[config.mk]
export PLATFORM = sky130hd
export DESIGN_NAME = cgs_chopper_gate_seq
export DESIGN_NICKNAME = d
export VERILOG_FILES = /design/src/cgs_pkg.sv /design/src/cgs_chopper_gate_seq.sv
export SDC_FILE = /design/constraint.sdc
export NUM_CORES = 1
export LEC_CHECK = 0
export ABC_AREA = 1
export BUFFER_PORTS_ARGS = -buffer_cell sky130_fd_sc_hd__buf_2
export CORE_AREA = 2 2 154 156
export CTS_CLUSTER_DIAMETER = 150
export CTS_CLUSTER_SIZE = 14
export DETAILED_ROUTE_END_ITERATION = 8
export DIE_AREA = 0 0 156 158
export GPL_TIMING_DRIVEN = 0
export MAX_ROUTING_LAYER = met4
export SYNTH_ARGS = -nofsm -noshare
export SYNTH_HDL_FRONTEND = slang
export SYNTH_SLANG_ARGS = --single-unit
[constraint.sdc]
create_clock -name clk -period 12.5 [get_ports clk]
set_input_delay 0.625 -clock clk [delete_from_list [all_inputs] [get_ports clk]]
set_output_delay 0.625 -clock clk [all_outputs]
set_load 0.02 [all_outputs]
[src/cgs_pkg.sv]
// Package for the chopper gate sequencer: constants, state and carriers.
// Assumes a 100 MHz system clock; all values are shared by the top module.
package cgs_pkg;

   // Clock and phase-locked tick generation
   localparam int          CGS_CLK_NS      = 10;
   localparam int          CGS_PLL_MULT    = 10;
   localparam int          CGS_PER_W       = 24;
   localparam logic [3:0]  CGS_PHASE_LAST  = 4'h9;

   // Centre windows within the ten ticks of one segment period
   localparam logic [3:0]  CGS_HI_FIRST    = 4'h1;
   localparam logic [3:0]  CGS_HI_LAST     = 4'h3;
   localparam logic [3:0]  CGS_LO_FIRST    = 4'h6;
   localparam logic [3:0]  CGS_LO_LAST     = 4'h8;

   // Indicator dividers, in input edges per indicator toggle
   localparam int          CGS_LED_W       = 8;
   localparam int          CGS_HALF_LED_DIV = 15;
   localparam int          CGS_SEG_LED_DIV  = 50;

   // Simulated detector waveform half period
   localparam int          CGS_TEST_HALF_US  = 1000;
   localparam int          CGS_TEST_HALF_CYC =
      (CGS_TEST_HALF_US * 1000) / CGS_CLK_NS;
   localparam int          CGS_TEST_W      = 24;

   // Reset values
   localparam logic [3:0]  CGS_SYNC_RST    = 4'h0;
   localparam logic [3:0]  CGS_PHASE_RST   = 4'h0;

   typedef enum logic [1:0] {
      CGS_ACQ  = 2'b01,
      CGS_LOCK = 2'b10
   } cgs_pll_state_t;

   typedef struct packed {
      logic meas;
      logic measDark;
      logic reference;
      logic refDark;
   } cgs_gates_t;

   typedef struct packed {
      logic darkSwitchOpen;
      logic testGenEn;
      logic testWave;
   } cgs_switch_t;

   localparam cgs_gates_t  CGS_GATES_RST  = '{1'b0, 1'b0, 1'b0, 1'b0};
   localparam cgs_switch_t CGS_SWITCH_RST = '{1'b0, 1'b0, 1'b0};

endpackage

[src/cgs_chopper_gate_seq.sv]
// Chopper gate sequencer: four sample-and-hold gates, indicators, switches.
// Assumes wheel sensor and request pins are asynchronous to clk.
`timescale 1ns/1ps
module cgs_chopper_gate_seq
   import cgs_pkg::*;
#(
   parameter int TEST_HALF_CYC = CGS_TEST_HALF_CYC,
   parameter int HALF_LED_DIV  = CGS_HALF_LED_DIV,
   parameter int SEG_LED_DIV   = CGS_SEG_LED_DIV
) (
   // Clock and reset
   input  wire logic        clk,
   input  wire logic        sys_rst,
   // Wheel sensors, high wheel half is the measurement half
   input  wire logic        wheelHalfPin,
   input  wire logic        segmentPin,
   // Operator requests
   input  wire logic        darkCalReq,
   input  wire logic        elecTestReq,
   // Sample-and-hold gates
   output cgs_gates_t       gates,
   // Detector path switches and test generator
   output cgs_switch_t      switches,
   // Indicators and lock status
   output logic             wheelHalfLed,
   output logic             segmentLed,
   output logic             pllLocked
);

   function automatic logic [CGS_LED_W-1:0] ledNext(
      input logic [CGS_LED_W-1:0] cnt,
      input int                   div
   );
      ledNext = (cnt >= CGS_LED_W'(div - 1)) ? '0 : cnt + 1'b1;
   endfunction

   logic [3:0]              sync1Q;
   logic [3:0]              sync2Q;
   logic                    segPrevQ;
   logic                    halfPrevQ;
   logic [CGS_PER_W-1:0]    periodCntQ;
   logic [CGS_PER_W-1:0]    periodQ;
   logic [CGS_PER_W-1:0]    tickCntQ;
   logic [3:0]              phaseQ;
   logic                    riseSeenQ;
   cgs_pll_state_t          stateQ;
   cgs_pll_state_t          stateD;
   logic [CGS_LED_W-1:0]    halfLedCntQ;
   logic [CGS_LED_W-1:0]    segLedCntQ;
   logic [CGS_TEST_W-1:0]   testCntQ;
   cgs_gates_t              gatesD;
   cgs_switch_t             switchD;

   wire logic               wheelS    = sync2Q[0];
   wire logic               segS      = sync2Q[1];
   wire logic               darkCalS  = sync2Q[2];
   wire logic               elecTestS = sync2Q[3];
   wire logic               segRise   = segS & ~segPrevQ;
   wire logic               halfEdge  = wheelS ^ halfPrevQ;
   wire logic               perOvf    = &periodCntQ;
   wire logic [CGS_PER_W-1:0] tickLenRaw =
      periodQ / CGS_PER_W'(CGS_PLL_MULT);
   wire logic [CGS_PER_W-1:0] tickLen =
      (tickLenRaw == '0) ? CGS_PER_W'(1) : tickLenRaw;
   wire logic               tick      = (tickCntQ >= tickLen - 1'b1);
   wire logic               locked    = (stateQ == CGS_LOCK);
   wire logic               inHi      = (phaseQ >= CGS_HI_FIRST) &
                                        (phaseQ <= CGS_HI_LAST);
   wire logic               inLo      = (phaseQ >= CGS_LO_FIRST) &
                                        (phaseQ <= CGS_LO_LAST);
   wire logic               testWrap  =
      (testCntQ >= CGS_TEST_W'(TEST_HALF_CYC - 1));

   // Two-stage synchronisers on all asynchronous inputs
   always_ff @(posedge clk or posedge sys_rst) begin
      if (sys_rst) begin
         sync1Q <= CGS_SYNC_RST;
         sync2Q <= CGS_SYNC_RST;
      end else begin
         sync1Q <= {elecTestReq, darkCalReq, segmentPin, wheelHalfPin};
         sync2Q <= sync1Q;
      end
   end

   // Segment period measurement, the reference for the tick multiplier
   always_ff @(posedge clk or posedge sys_rst) begin
      if (sys_rst) begin
         segPrevQ   <= 1'b0;
         halfPrevQ  <= 1'b0;
         periodCntQ <= '0;
         periodQ    <= '0;
         riseSeenQ  <= 1'b0;
      end else begin
         segPrevQ  <= segS;
         halfPrevQ <= wheelS;
         if (segRise) begin
            periodQ    <= periodCntQ + 1'b1;
            periodCntQ <= '0;
            riseSeenQ  <= 1'b1;
         end else if (perOvf) begin
            riseSeenQ  <= 1'b0;
         end else begin
            periodCntQ <= periodCntQ + 1'b1;
         end
      end
   end

   // Lock: two segment rises give a period; a stopped wheel drops lock
   always_comb begin
      stateD = stateQ;
      case (stateQ)
         CGS_ACQ:  if (segRise && riseSeenQ) stateD = CGS_LOCK;
         CGS_LOCK: if (perOvf) stateD = CGS_ACQ;
         default:  stateD = CGS_ACQ;
      endcase
   end

   // Ten ticks per segment period, restarted on each segment rise
   always_ff @(posedge clk or posedge sys_rst) begin
      if (sys_rst) begin
         stateQ   <= CGS_ACQ;
         tickCntQ <= '0;
         phaseQ   <= CGS_PHASE_RST;
      end else begin
         stateQ <= stateD;
         if (segRise) begin
            tickCntQ <= '0;
            phaseQ   <= CGS_PHASE_RST;
         end else if (tick) begin
            tickCntQ <= '0;
            if (phaseQ != CGS_PHASE_LAST) phaseQ <= phaseQ + 1'b1;
         end else begin
            tickCntQ <= tickCntQ + 1'b1;
         end
      end
   end

   // Gate decode from wheel half, segment level and centre window
   always_comb begin
      gatesD          = CGS_GATES_RST;
      gatesD.meas      = locked & wheelS & segS & inHi;
      gatesD.measDark  = locked & wheelS & ~segS & inLo;
      gatesD.reference = locked & ~wheelS & segS & inHi;
      gatesD.refDark   = locked & ~wheelS & ~segS & inLo;
   end

   // Switch controls; the test waveform enters through the dark switch
   always_comb begin
      switchD                = CGS_SWITCH_RST;
      switchD.darkSwitchOpen = darkCalS | elecTestS;
      switchD.testGenEn      = elecTestS;
      switchD.testWave       = elecTestS & (switches.testWave ^ testWrap);
   end

   always_ff @(posedge clk or posedge sys_rst) begin
      if (sys_rst) begin
         gates     <= CGS_GATES_RST;
         switches  <= CGS_SWITCH_RST;
         pllLocked <= 1'b0;
         testCntQ  <= '0;
      end else begin
         gates     <= gatesD;
         switches  <= switchD;
         pllLocked <= locked;
         testCntQ  <= (elecTestS && !testWrap) ? testCntQ + 1'b1 : '0;
      end
   end

   // Indicators toggle every so many sensor edges; stuck when wheel stops
   always_ff @(posedge clk or posedge sys_rst) begin
      if (sys_rst) begin
         halfLedCntQ  <= '0;
         segLedCntQ   <= '0;
         wheelHalfLed <= 1'b0;
         segmentLed   <= 1'b0;
      end else begin
         if (halfEdge) begin
            halfLedCntQ <= ledNext(halfLedCntQ, HALF_LED_DIV);
            if (ledNext(halfLedCntQ, HALF_LED_DIV) == '0)
               wheelHalfLed <= ~wheelHalfLed;
         end
         if (segRise) begin
            segLedCntQ <= ledNext(segLedCntQ, SEG_LED_DIV);
            if (ledNext(segLedCntQ, SEG_LED_DIV) == '0)
               segmentLed <= ~segmentLed;
         end
      end
   end

   a_meas_gate_cause: assert property (
      @(posedge clk) disable iff (sys_rst)
      gates.meas |-> $past(wheelS && segS && locked))
      else $error("measure gate outside measure half or segment high");

   a_mdark_gate_cause: assert property (
      @(posedge clk) disable iff (sys_rst)
      gates.measDark |-> $past(wheelS && !segS && locked))
      else $error("measure dark gate outside measure half or segment low");

   a_ref_gates_cause: assert property (
      @(posedge clk) disable iff (sys_rst)
      (gates.reference || gates.refDark) |-> $past(!wheelS && locked)
      && (gates.reference == $past(segS)))
      else $error("reference gate decoded from the wrong half or level");

   a_gates_exclusive: assert property (
      @(posedge clk) disable iff (sys_rst)
      $onehot0(gates))
      else $error("more than one sample gate active");

   a_tick_phase_ref: assert property (
      @(posedge clk) disable iff (sys_rst)
      segRise |=> phaseQ == CGS_PHASE_RST && tickCntQ == '0)
      else $error("tick phase not restarted by segment rise");

   a_gate_centre: assert property (
      @(posedge clk) disable iff (sys_rst)
      (gates.meas || gates.reference) |-> $past(phaseQ) >= CGS_HI_FIRST
      && $past(phaseQ) <= CGS_HI_LAST)
      else $error("bright gate open outside the pulse centre");

   a_led_toggle_cause: assert property (
      @(posedge clk) disable iff (sys_rst)
      $changed(segmentLed) |-> $past(segRise))
      else $error("segment indicator toggled without a segment edge");

   a_dark_switch: assert property (
      @(posedge clk) disable iff (sys_rst)
      darkCalS |=> switches.darkSwitchOpen)
      else $error("dark calibration did not open the detector switch");

   a_test_route: assert property (
      @(posedge clk) disable iff (sys_rst)
      elecTestS ##1 elecTestS |-> switches.testGenEn
      && switches.darkSwitchOpen)
      else $error("electrical test not routed through the dark switch");

   a_sync_depth: assert property (
      @(posedge clk) disable iff (sys_rst)
      segRise |-> $past(segmentPin, 2) && !$past(segmentPin, 3))
      else $error("segment edge seen without two synchroniser stages");

endmodule

* After elaboration in Yosys (flattened, before gate mapping)
Cells that the tools add are included.
** Word-level totals
- Flip-flop bits (word level) :: 139
- Input port bits :: 6
- Output and inout port bits :: 10
- Word-level logic and storage cells :: 97
** Operators by class
- Add/sub/neg operators :: 7
- Div/mod/pow operators :: 1
- Magnitude comparators :: 8
- Equal/unequal tests :: 6
- Muxes and demuxes :: 16
- Bitwise logic cells :: 22
- Reduce and logical (&&, ||, !) cells :: 14
** Operator list (count)
- 24-bit two-way mux :: 6
- 24-bit by 1-bit adder with 24-bit output (second input constant) :: 3
- 24-bit by 4-bit divider with 24-bit output (second input constant) :: 1
- 24-bit by 17-bit >= comparator with 1-bit output (second input constant) :: 1
- 24-bit >= comparator :: 1
- 24-bit zero test :: 1
- 24-bit AND reduction :: 1
- 24-bit by 1-bit subtractor with 24-bit output (second input constant) :: 1
- 8-bit by 1-bit adder with 8-bit output (second input constant) :: 2
- 8-bit zero test :: 2
- 8-bit two-way mux :: 2
- 1-bit AND :: 14
- 4-bit two-way mux :: 3
- 8-bit by 4-bit >= comparator with 1-bit output (second input constant) :: 1
- 8-bit by 6-bit >= comparator with 1-bit output (second input constant) :: 1
- 2-bit AND reduction :: 4
- 2-bit != test (second input constant) :: 3
- 2-bit nonzero test :: 3
- 1-bit NOT :: 5
- 4-bit by 1-bit adder with 4-bit output (second input constant) :: 1
- 4-bit by 1-bit >= comparator with 1-bit output (second input constant) :: 1
- 4-bit by 3-bit >= comparator with 1-bit output (second input constant) :: 1
- 4-bit by 2-bit less-or-equal comparator with 1-bit output (second input constant) :: 1
- 4-bit less-or-equal comparator (second input constant) :: 1
- 10 further kinds :: 14

* Depth between registers and ports, before layout
Gate-level depths: netlist of the first run.
- Word-level depth :: 7
- Mapped depth :: 115
- Mapped depth without buffers :: 115

* Worst setup path before layout of the first run
No wires, ideal clock.
- Kind :: register to register
- Start point :: reg periodQ[21]
- End point :: reg phaseQ[2]
- Setup time :: 129 ps
- Arrival :: 9474 ps
- Data required time :: 12371 ps
- Slack :: 2897 ps
- Stages on the path, launching flop included :: 105
- Buffers on the path :: 0
- Period minus slack after synthesis :: 9603 ps
- Path through :: dfrtp_1 -> o21ai_2 -> nand2_2 -> nand3_2 -> nand2_2 -> nand3_4 -> nand2_1 -> nand2_1 -> nand2_2 -> nand2_2 -> nand2_1 -> nand2_2 -> nor2_2 -> nor2_2 -> nand2_2 -> nand3_2 -> nand2_2 -> nand2_4 -> [69 not listed] -> nor3_1 -> xnor2_1 -> ha_1 -> nand2_1 -> o21ai_0 -> a21oi_1 -> o211ai_1 -> a21oi_1 -> nor2_1 -> o211ai_1 -> nand2_1 -> nand3_1 -> o211ai_1 -> o21ai_0 -> inv_1 -> nand2_1 -> xor2_1 -> nor2_1
** Between the ends
- Longest elaborated chain between the ends :: 7
** RTL lines
- start: declaration :: line cgs_chopper_gate_seq.sv:42 : logic [CGS_PER_W-1:0] periodQ;
- start signal: assignment :: line cgs_chopper_gate_seq.sv:97 : periodQ <= periodCntQ + 1'b1;
- 24-bit by 4-bit divider with 24-bit output (*) :: line cgs_chopper_gate_seq.sv:62 : periodQ / CGS_PER_W'(CGS_PLL_MULT);
- 24-bit zero test :: line cgs_chopper_gate_seq.sv:64 : (tickLenRaw == '0) ? CGS_PER_W'(1) : tickLenRaw;
- 24-bit two-way mux (*) :: line cgs_chopper_gate_seq.sv:64
- 24-bit by 1-bit subtractor with 24-bit output (*) :: line cgs_chopper_gate_seq.sv:65 : wire logic tick = (tickCntQ >= tickLen - 1'b1);
- 24-bit >= comparator (*) :: line cgs_chopper_gate_seq.sv:65
- 2-bit nonzero test (no line) (*)
- 2-bit AND reduction (no line) (*)
- end signal: assignment :: line cgs_chopper_gate_seq.sv:131 : if (phaseQ != CGS_PHASE_LAST) phaseQ <= phaseQ + 1'b1;
- end: declaration :: line cgs_chopper_gate_seq.sv:44 : logic [3:0] phaseQ;
Mark *: on every way between the ends. The rest lies on a longest branch, timed or not.
A chain may end at the register's enable or synchronous reset.

* Final worst setup path of the first run
Same ends and word-level chain as after synthesis.

==> results of run 1 <==
state kept, by name, summed over array words and instances, names as in the netlist:
name	count
sync1Q	4
halfPrevQ	1
halfLedCntQ	8
periodQ	23
gates	4
stateQ	2
tickCntQ	24
testCntQ	24
pllLocked	1
phaseQ	4
segPrevQ	1
segLedCntQ	8
sync2Q	4
wheelHalfLed	1
segmentLed	1
riseSeenQ	1
switches	3
periodCntQ	24
cell type report:
cell class | count | area, µm² | share of cell area [%]
sequential | 138 | 3456 | 34.09
inverter | 168 | 635.6 | 6.270
tap | 290 | 362.8 | 3.579
timing repair buffer | 17 | 110.1 | 1.086
clock inverter | 15 | 195.2 | 1.925
clock buffer | 17 | 425.4 | 4.197
buffer | 15 | 58.81 | 0.5801
multi-input combinational | 865 | 4893 | 48.27
through the flow:
step                total power [mW]  util, %  setup WS, ps
finish                         1.281    43.98          1322
CTS                            1.300    43.90         770.6
detailed placement            0.7522    41.21         824.7
global placement              0.7481    41.07         957.3
global route                   1.355    43.98         17.50
floorplan                     0.6936        -          2897
layer usage:
| layer | up-vias | wire length [µm] | GRT usage, % |
|---|---|---|---|
| met5 | - | 0 | - |
| met4 | 0 | 190 | 3.713 |
| met3 | 18 | 386 | 3.121 |
| met2 | 66 | 8665 | 27.54 |
| li1 | 3874 | - | - |
| met1 | 3393 | 9313 | 21.56 |
final timing paths:
path	from	end	slack, ps
worst max register to register	periodQ[21]$_DFFE_PP0P_	phaseQ[2]$_DFFE_PP0P_	1320
worst max-delay path	periodQ[21]$_DFFE_PP0P_	phaseQ[2]$_DFFE_PP0P_	1320
worst min-delay path	sys_rst	sync1Q[1]$_DFF_PP0_	230
min in group clk	segmentPin	sync1Q[1]$_DFF_PP0_	290
max in group asynchronous	sys_rst	periodQ[3]$_DFFE_PP0P_	11450
worst min register to register	sync1Q[3]$_DFF_PP0_	sync2Q[3]$_DFF_PP0_	350
timing repair:
action,4_1_cts,5_1_grt
endpoints found under the setup margin,0,24
hold buffers,0,0
buffers inserted,0,1
gates resized for setup,0,7
cell families after synthesis:
group                      count (synthesis)
and+or+nand+nor                          652
buffers and inverters                    183
DFF                                      138
AOI/OAI and AO/OA                        114
xor gates and xnor gates                  52
adders and majority gates                 37
other                                      2
muxes                                      1
power by group through the flow:
stage                     Combinational (mW)  Sequential [mW]  Clock [mW]
after floorplan                        0.163            0.530           0
after global placement                 0.214            0.535           0
after detailed placement               0.217            0.535           0
after CTS                              0.218            0.527       0.555
after global routing                   0.253            0.534       0.569
final                                  0.215            0.527       0.539
critical path, delay by kind of cell (launching register included):
| kind | cells | cell delay [ps] |
|---|---|---|
| DFF | 1 | 410 |
| and+or+nand+nor | 74 | 7260 |
| adders and majority gates | 2 | 400 |
| muxes | 1 | 310 |
| xor gates and xnor gates | 2 | 310 |
| AOI/OAI and AO/OA | 10 | 1560 |
| buffers and inverters | 9 | 760 |
placed cells by master, fill, tap and decap left out, types with 17 or more instances in the layout:
cell type | Yosys | final
sky130_fd_sc_hd__nand3_1 | 114 | 114
sky130_fd_sc_hd__nand3_2 | 18 | 18
sky130_fd_sc_hd__xor2_1 | 39 | 39
sky130_fd_sc_hd__inv_1 | 142 | 141
sky130_fd_sc_hd__nand4_1 | 20 | 20
sky130_fd_sc_hd__nand2_2 | 50 | 50
sky130_fd_sc_hd__a21oi_1 | 25 | 25
sky130_fd_sc_hd__nor3_1 | 25 | 25
sky130_fd_sc_hd__inv_2 | 25 | 25
sky130_fd_sc_hd__nand2_4 | 21 | 21
sky130_fd_sc_hd__nand2_1 | 251 | 251
sky130_fd_sc_hd__clkbuf_16 | 0 | 17
sky130_fd_sc_hd__ha_1 | 37 | 37
sky130_fd_sc_hd__nor2_1 | 112 | 112
sky130_fd_sc_hd__dfrtp_1 | 137 | 136
sky130_fd_sc_hd__o21ai_0 | 52 | 51
==> run summary, run 1 <==
• post-route standard cell area excluding fillers: 10140 µm²
• type of origin of the critical path: register
• Netlist Area Pre-Place: 9004 µm²
• number of distinct library cells after synthesis: 49
• kind of critical path: reg -> reg
• total detailed-routing wirelength: 18560 µm
• mean post-synth cell area: 7.637 µm²
• # diodes: 0
• final RePlAce weighted congestion: 0.8248
• DPL Wire Length: 13690 µm
• leading post-synthesis cells by instance count: 251 x sky130_fd_sc_hd__nand2_1, 142 x sky130_fd_sc_hd__inv_1, 137 x sky130_fd_sc_hd__dfrtp_1, 114 x sky130_fd_sc_hd__nand3_1, 112 x sky130_fd_sc_hd__nor2_1
• clock period minus worst slack: 11180 ps
• drt pass-1 iters: 7
• share of the synthesized area in compound gates (AO/OA/AOI/OAI): 7.351%
• remaining design rule violation count: 0
• number of warning messages in the yosys log: 0
• I/O pin count: 16
• critical path capture point type: register
• number of global-route vias before repair: 7041
• number of setup violations in the final report: 0
• number of core rows: 56
• Worst-path clk slew: 70 ps
• number of nets at the end of the flow: 1265
• portion of synthesized cell area occupied by the leading cell type: 38.08%
• fraction of synthesized cell area in xor and xnor cells: 5.058%
• vias: 7351
• quantity of I/O buffers inserted on ports: 15
• number of buffers added by the clock tree synthesis step: 17
• Seq cells post-synth: 138
• area of the die: 24650 µm²
• final-report max-slew violation count: 0
• largest net degree at the start of global routing: 93
• Yosys top cell by area: sky130_fd_sc_hd__dfrtp_1
• Sw Ratio: 31.68%
• all-layer global routing usage: 16.72%
• clock sink count: 138
• mean number of vias per cell: 4.820
• final-layout worst hold slack: 229.9 ps
• Logic pwr share: 16.8%
• sequential fraction of the synthesis area: 38.37%
• clock tree from TritonCTS: done
• length in cells of the worst reg-to-reg path: 98
• worst-case vdd ir drop: 0.09013 mV
• static leakage power: 5.094 nW
• critical path data arrival time: 11470 ps
• Net Sw Power: 0.4058 mW
• non-filler instance count after layout: 1525
• number of antenna violations at the first check in global routing: 0
• main combinational cell family by area after synthesis: simple AND/OR/NAND/NOR gates
• wire length of the first global-routing pass: 32560 µm
• total internal power: 0.8751 mW
• count of endpoints failing hold in the final timing report: 0
• cell types occupying the most area after synthesis: sky130_fd_sc_hd__dfrtp_1 38%, sky130_fd_sc_hd__nand2_1 10%, sky130_fd_sc_hd__nand3_1 6.3%, sky130_fd_sc_hd__inv_1 5.9%, sky130_fd_sc_hd__ha_1 5.1%
• Placed Cells incl. Taps: 1492
• final worst path period share: 89.42%
• required time worst endpoint: 12790 ps
• Worst slew margin: 41.44%
• cell with the biggest individual delay on the critical path: sky130_fd_sc_hd__dfrtp_1
• power density of the placed cells: 126.4 nW/µm²
• pin slew with the least headroom to its limit: 875.1 ps
• drt first-iter violations: 297
• unrepaired setup endpoints after global routing: false
• number of fillers in the final layout: 2251
• area share of fa/ha/maj cells after synthesis: 5.142%
• floorplan die height: 158 µm
• FFs w/ async S/R, synth: 100.0%
• number of antenna-violating nets in the routed design: 0
• final clock skew: 14.29 ps
• Wirelength per Cell: 12.17 µm
• CP max FO: 7
• initial cell density of the core: 39.06%
• number of H-tree branching levels: 4
• area of placed instances: 9500 µm²
• largest stage delay on the critical path: 410 ps
• status: finished clean
• most numerous cell in the Yosys netlist: sky130_fd_sc_hd__nand2_1
• mux contribution to synthesized area: 0.2501%
• growth of design area from synthesis to finish: 12.59%
• highest clock rate: 0.08946 GHz
• global route total overflow: 0
• latest clock arrival within the worst-skew pair: 430 ps
• setup_tns: 0 ps
• area share of and/or/nand/nor cells after synthesis: 36.12%
• Post-synth EDFFs: 0
• sequential group share of total power: 41.2%
• most frequent cell on the critical path: sky130_fd_sc_hd__nand2_2
• Cells after Synth: 1179
• share of post-route cells with drive strength above 1: 15.55%
• buffers from clock root to sink, at most: 2
• Max-cap violations: 0
• die width: 156 µm
• Clk Tree Root Cell: sky130_fd_sc_hd__clkbuf_16
• Synth Flop Type: sky130_fd_sc_hd__dfrtp_1
• classification of the worst-slack hold path: in -> async
• core footprint: 23050 µm²
• clock group share of total power: 42.1%
(Power assumes the default switching activity.)
==> run 2, diff against run 1 <==
- RECOVER_POWER: default -> 50
==> run summary, run 2 (synthesis gave the netlist of run 1 again) <==
• status: finished with violations
• violations in the final reports: capacitance limit, slew limit
• global route total overflow: 0
• floorplan die height: 158 µm
• mean number of vias per cell: 4.807
• power density of the placed cells: 126.6 nW/µm²
• drt pass-1 iters: 7
• largest net degree at the start of global routing: 93
• largest stage delay on the critical path: 410 ps
• setup_tns: 0 ps
• growth of design area from synthesis to finish: 12.28%
• number of fillers in the final layout: 2255
• latest clock arrival within the worst-skew pair: 430 ps
• wire length of the first global-routing pass: 32560 µm
• core footprint: 23050 µm²
• clock tree from TritonCTS: done
• final worst path period share: 89.23%
• most frequent cell on the critical path: sky130_fd_sc_hd__nand2_2
• Max-cap violations: 2
• die width: 156 µm
• count of endpoints failing hold in the final timing report: 0
• most common library cell in the layout ignoring fill and taps: sky130_fd_sc_hd__nand2_1
• number of core rows: 56
• final clock skew: 16.74 ps
• kind of critical path: reg -> reg
• pin slew with the least headroom to its limit: 4790 ps
• worst-case vdd ir drop: 0.09021 mV
• number of H-tree branching levels: 4
• highest clock rate: 0.08966 GHz
• number of global-route vias before repair: 7041
• quantity of I/O buffers inserted on ports: 15
• sequential standard cell area: 3456 µm²
• area of placed instances: 9500 µm²
• classification of the worst-slack hold path: in -> reg
• number of buffers added by the clock tree synthesis step: 17
• I/O pin count: 16
• clock period minus worst slack: 11150 ps
• unrepaired setup endpoints after global routing: false
• total detailed-routing wirelength: 18510 µm
• type of origin of the critical path: register
• final-report max-slew violation count: 141
• share of post-route cells with drive strength above 1: 15.47%
• Wirelength per Cell: 12.13 µm
• critical path data arrival time: 11440 ps
• commonest cells after routing, fill and taps aside: 251 x sky130_fd_sc_hd__nand2_1, 141 x sky130_fd_sc_hd__inv_1, 136 x sky130_fd_sc_hd__dfrtp_1
• cell with the biggest individual delay on the critical path: sky130_fd_sc_hd__dfrtp_1
• vias: 7331
• Clk Tree Root Cell: sky130_fd_sc_hd__clkbuf_16
• CP max FO: 7
• Worst Setup Slack post-DPL: 824.7 ps
• static leakage power: 5.078 nW
• number of setup violations in the final report: 0
• initial cell density of the core: 39.06%
• critical path capture point type: register
• setup slack after layout: 1346 ps
• number of antenna violations at the first check in global routing: 0
• largest registers: periodCntQ: 24 flops, testCntQ: 24 flops, tickCntQ: 24 flops
• number of nets at the end of the flow: 1265
• remaining design rule violation count: 0
• drt first-iter violations: 286
• Worst-path clk slew: 70 ps
• area of the die: 24650 µm²
• all-layer global routing usage: 16.72%
• buffers from clock root to sink, at most: 2
• area of combinational cells with multiple inputs: 4893 µm²
• final RePlAce weighted congestion: 0.8248
• post-route standard cell area excluding fillers: 10110 µm²
• number of antenna-violating nets in the routed design: 0
• DPL Wire Length: 13690 µm
• Worst slew margin: -219.3%
• required time worst endpoint: 12790 ps
• Post-CTS Hold Buffers: 0
• clock sink count: 138
• # diodes: 0
==> run 2: cell types whose count changed in the layout (fill, tap and decap cells not counted), sizes merged <==
cell | previous run | this run
buf | 18 | 17
clkbuf | 31 | 32
clkinvlp | 0 | 1
inv | 177 | 176
==> run 2: path summary, 6_finish.rpt <==
kind	startpoint	to	slack, ps	depth (start not counted)
setup / recovery	periodQ[21]$_DFFE_PP0P_	phaseQ[2]$_DFFE_PP0P_	1350	98
hold / removal	segmentPin	sync1Q[1]$_DFF_PP0_	290	1
setup reg to reg	periodQ[21]$_DFFE_PP0P_	phaseQ[2]$_DFFE_PP0P_	1350	98
hold reg to reg	sync1Q[3]$_DFF_PP0_	sync2Q[3]$_DFF_PP0_	350	0
max in group asynchronous	sys_rst	periodQ[23]$_DFFE_PP0P_	6120	3
min in group asynchronous	sys_rst	sync1Q[1]$_DFF_PP0_	760	2
==> run 2: power breakdown <==
part	total [mW]	internal (mW)	switching, mW	leakage [nW]
combinational	0.214	0.0804	0.133	2.94
sequential	0.527	0.488	0.0397	1.84
clock	0.538	0.306	0.232	0.307
total	1.28	0.874	0.405	5.08
==> run 2: routing by layer <==
metal	track usage, %	vias up	wire length, µm
met1	21.56	3386	9306
met5	-	-	0
met2	27.54	57	8697
li1	-	3876	-
met4	3.713	0	143
met3	3.121	12	358
==> run 2: worst max-delay path: cells and delay by family (launching register included) <==
family                     cells  cell delay, ps
AOI/OAI and AO/OA             10            1530
xor gates and xnor gates       2             310
adders and majority gates      2             400
buffers and inverters          9             760
DFF                            1             410
muxes                          1             310
and+or+nand+nor               74            7250
==> run 2: layout make-up <==
| type | instances | share of cell area (%) |
|---|---|---|
| timing repair buffer | 17 | 0.8540 |
| clock inverter | 15 | 1.931 |
| buffer | 15 | 0.5817 |
| sequential | 138 | 34.18 |
| clock buffer | 17 | 4.208 |
| inverter | 168 | 6.250 |
| tap | 290 | 3.589 |
| multi-input combinational | 865 | 48.40 |
==> run 2: per-stage QoR <==
stage / hold WS [ps] / instances / util, % / total power [mW]
CTS: 235.1 / 1524 / 43.90 / 1.300
global route: 270.1 / 1525 / 43.86 / 1.354
floorplan: 331.2 / 1186 / - / 0.6936
global placement: 331.4 / 1491 / 41.07 / 0.7481
detailed placement: 334.7 / 1492 / 41.21 / 0.7522
finish: 289.9 / 1525 / 43.86 / 1.280
==> run 2: what timing repair did <==
| action | in CTS | in global routing |
|---|---|---|
| endpoints found under the setup margin | 0 | 24 |
| resized for setup | 0 | 7 |
| setup buffers | 0 | 1 |
==> run 3, diff against run 2 <==
- BUFFER_PORTS_ARGS: -buffer_cell sky130_fd_sc_hd__buf_2 -> -buffer_cell sky130_fd_sc_hd__buf_4
- CORE_AREA: 2 2 154 156 -> 3 3 155 157
- DIE_AREA: 0 0 156 158 -> 0 0 158 160
==> run summary, run 3 (synthesis gave the netlist of run 1 again) <==
• status: finished with violations
• violations in the final reports: capacitance limit, slew limit
• global route total overflow: 0
• sequential standard cell area: 3455 µm²
• clock sink count: 138
• endpoint of the worst register-to-register path: phaseQ[2]$_DFFE_PP0P_
• all-layer global routing usage: 16.14%
• endpoint of the worst hold path: sync1Q[0]$_DFF_PP0_
• reg-to-reg slack, setup: 1240 ps
• reg2reg start: periodQ[23]$_DFFE_PP0P_
• drt first-iter violations: 407
• critical path data arrival time: 11560 ps
• floorplan die height: 160 µm
• count of endpoints failing hold in the final timing report: 0
• post-route standard cell area excluding fillers: 10140 µm²
• number of antenna-violating nets in the routed design: 0
• wire length of the first global-routing pass: 32980 µm
• area of the die: 25280 µm²
• initial cell density of the core: 39.77%
• vias: 7475
• # diodes: 0
• worst-case vdd ir drop: 0.08377 mV
• latest clock arrival within the worst-skew pair: 430 ps
• number of buffers added by the clock tree synthesis step: 17
• most frequent cell on the critical path: sky130_fd_sc_hd__nand2_2
• final-report max-slew violation count: 141
• required time worst endpoint: 12800 ps
• growth of design area from synthesis to finish: 12.58%
• kind of critical path: reg -> reg
• Wirelength per Cell: 12.29 µm
• I/O pin count: 16
• number of H-tree branching levels: 4
• final worst path period share: 90.10%
• unrepaired setup endpoints after global routing: false
• number of setup violations in the final report: 0
• largest net degree at the start of global routing: 91
• power density of the placed cells: 126.2 nW/µm²
• drt pass-1 iters: 5
• number of core rows: 55
• share of post-route cells with drive strength above 1: 15.24%
• die width: 158 µm
• DPL Wire Length: 14010 µm
• final-layout worst hold slack: 320.9 ps
• number of nets at the end of the flow: 1264
• non-filler instance count after layout: 1519
• area of combinational cells with multiple inputs: 4898 µm²
• buffers from clock root to sink, at most: 2
• critical path capture point type: register
• classification of the worst-slack hold path: in -> reg
• type of origin of the critical path: register
• static leakage power: 5.077 nW
• source of the worst hold timing path: wheelHalfPin
• number of fillers in the final layout: 2262
• clock tree from TritonCTS: done
• Placed Cells incl. Taps: 1487
• Worst-path clk slew: 70 ps
• commonest cells after routing, fill and taps aside: 251 x sky130_fd_sc_hd__nand2_1, 141 x sky130_fd_sc_hd__inv_1, 137 x sky130_fd_sc_hd__dfrtp_1
• mean number of vias per cell: 4.921
• CP max FO: 7
• final clock skew: 14.21 ps
• quantity of I/O buffers inserted on ports: 15
• core footprint: 22640 µm²
• length in cells of the worst reg-to-reg path: 101
• total detailed-routing wirelength: 18680 µm
• clock period minus worst slack: 11260 ps
• largest registers: periodCntQ: 24 flops, testCntQ: 24 flops, tickCntQ: 24 flops
• area of placed instances: 9532 µm²
• largest stage delay on the critical path: 490 ps
• number of antenna violations at the first check in global routing: 0
• cell with the biggest individual delay on the critical path: sky130_fd_sc_hd__dfrtp_1
• number of global-route vias before repair: 7239
• Clk Tree Root Cell: sky130_fd_sc_hd__clkbuf_16
• remaining design rule violation count: 0
• Worst slew margin: -206.2%
• highest clock rate: 0.08879 GHz
• final RePlAce weighted congestion: 0.8662
• Min-Delay Path Depth: 1
• setup_tns: 0 ps
• pin slew with the least headroom to its limit: 4592 ps
• Max-cap violations: 2
• most common library cell in the layout ignoring fill and taps: sky130_fd_sc_hd__nand2_1
-- run 3: cell count changes in the layout (fill, tap and decap cells not counted), moves of 2 or more --
| cell | delta |
|---|---|
| sky130_fd_sc_hd__buf_4 | +10 |
| sky130_fd_sc_hd__clkbuf_4 | +5 |
| sky130_fd_sc_hd__buf_2 | -15 |
| sky130_fd_sc_hd__clkbuf_2 | -2 |
| sky130_fd_sc_hd__clkinv_4 | +2 |
-- run 3: routing by layer --
metal | global-route usage, % | share of wire (%)
met1 | 21.44 | 49
met2 | 25.44 | 47
met3 | 3.360 | 2.8
met4 | 3.754 | 1.1
met5 | - | 0
-- run 3: critical path, delay by kind of cell (launching register included) --
kind	cells	cell delay, ps
AOI/OAI and AO/OA	9	1300
and+or+nand+nor	77	7500
DFF	1	490
xor gates and xnor gates	2	290
muxes	1	310
buffers and inverters	10	820
adders and majority gates	2	390
-- run 3: power breakdown --
group          internal [mW]  switching (mW)
logic                 0.0821           0.133
registers              0.488          0.0406
clock network          0.309           0.227
total                  0.879           0.401
-- run 3: cell type report --
type	count	share of cell area, %
clock buffers	18	4.333
multi-input cells	865	48.33
clock inverters	14	1.765
plain buffers	14	0.5185
repair buffers	17	1.222
well taps	285	3.518
inverters	168	6.234
flip-flops and latches	138	34.08
-- run 3: metrics by stage --
step / utilization (%) / power [mW] / setup WS, ps
floorplan: - / 0.6936 / 2897
global placement: 41.96 / 0.7500 / 951.1
detailed placement: 42.10 / 0.7563 / 804.5
CTS: 44.83 / 1.299 / 742.6
global route: 44.77 / 1.357 / 25.93
finish: 44.77 / 1.280 / 1238
-- run 3: worst max path at each step --
stage	startpoint	end	slack [ps]	cells past startpoint
floorplan	periodQ[21]$_DFFE_PP0P_	phaseQ[2]$_DFFE_PP0P_	2900	104
global placement	periodQ[23]$_DFFE_PP0P_	phaseQ[2]$_DFFE_PP0P_	950	100
detailed placement	periodQ[23]$_DFFE_PP0P_	phaseQ[2]$_DFFE_PP0P_	800	100
CTS	periodQ[23]$_DFFE_PP0P_	phaseQ[2]$_DFFE_PP0P_	740	100
global route	periodQ[21]$_DFFE_PP0P_	phaseQ[2]$_DFFE_PP0P_	30	101
finish	periodQ[23]$_DFFE_PP0P_	phaseQ[2]$_DFFE_PP0P_	1240	101
-- run 3: repair_timing --
item | in CTS | in global routing
hold buffers | 0 | 0
endpoints found under the setup margin | 0 | 24
gates resized for setup | 0 | 3
buffers inserted | 0 | 1
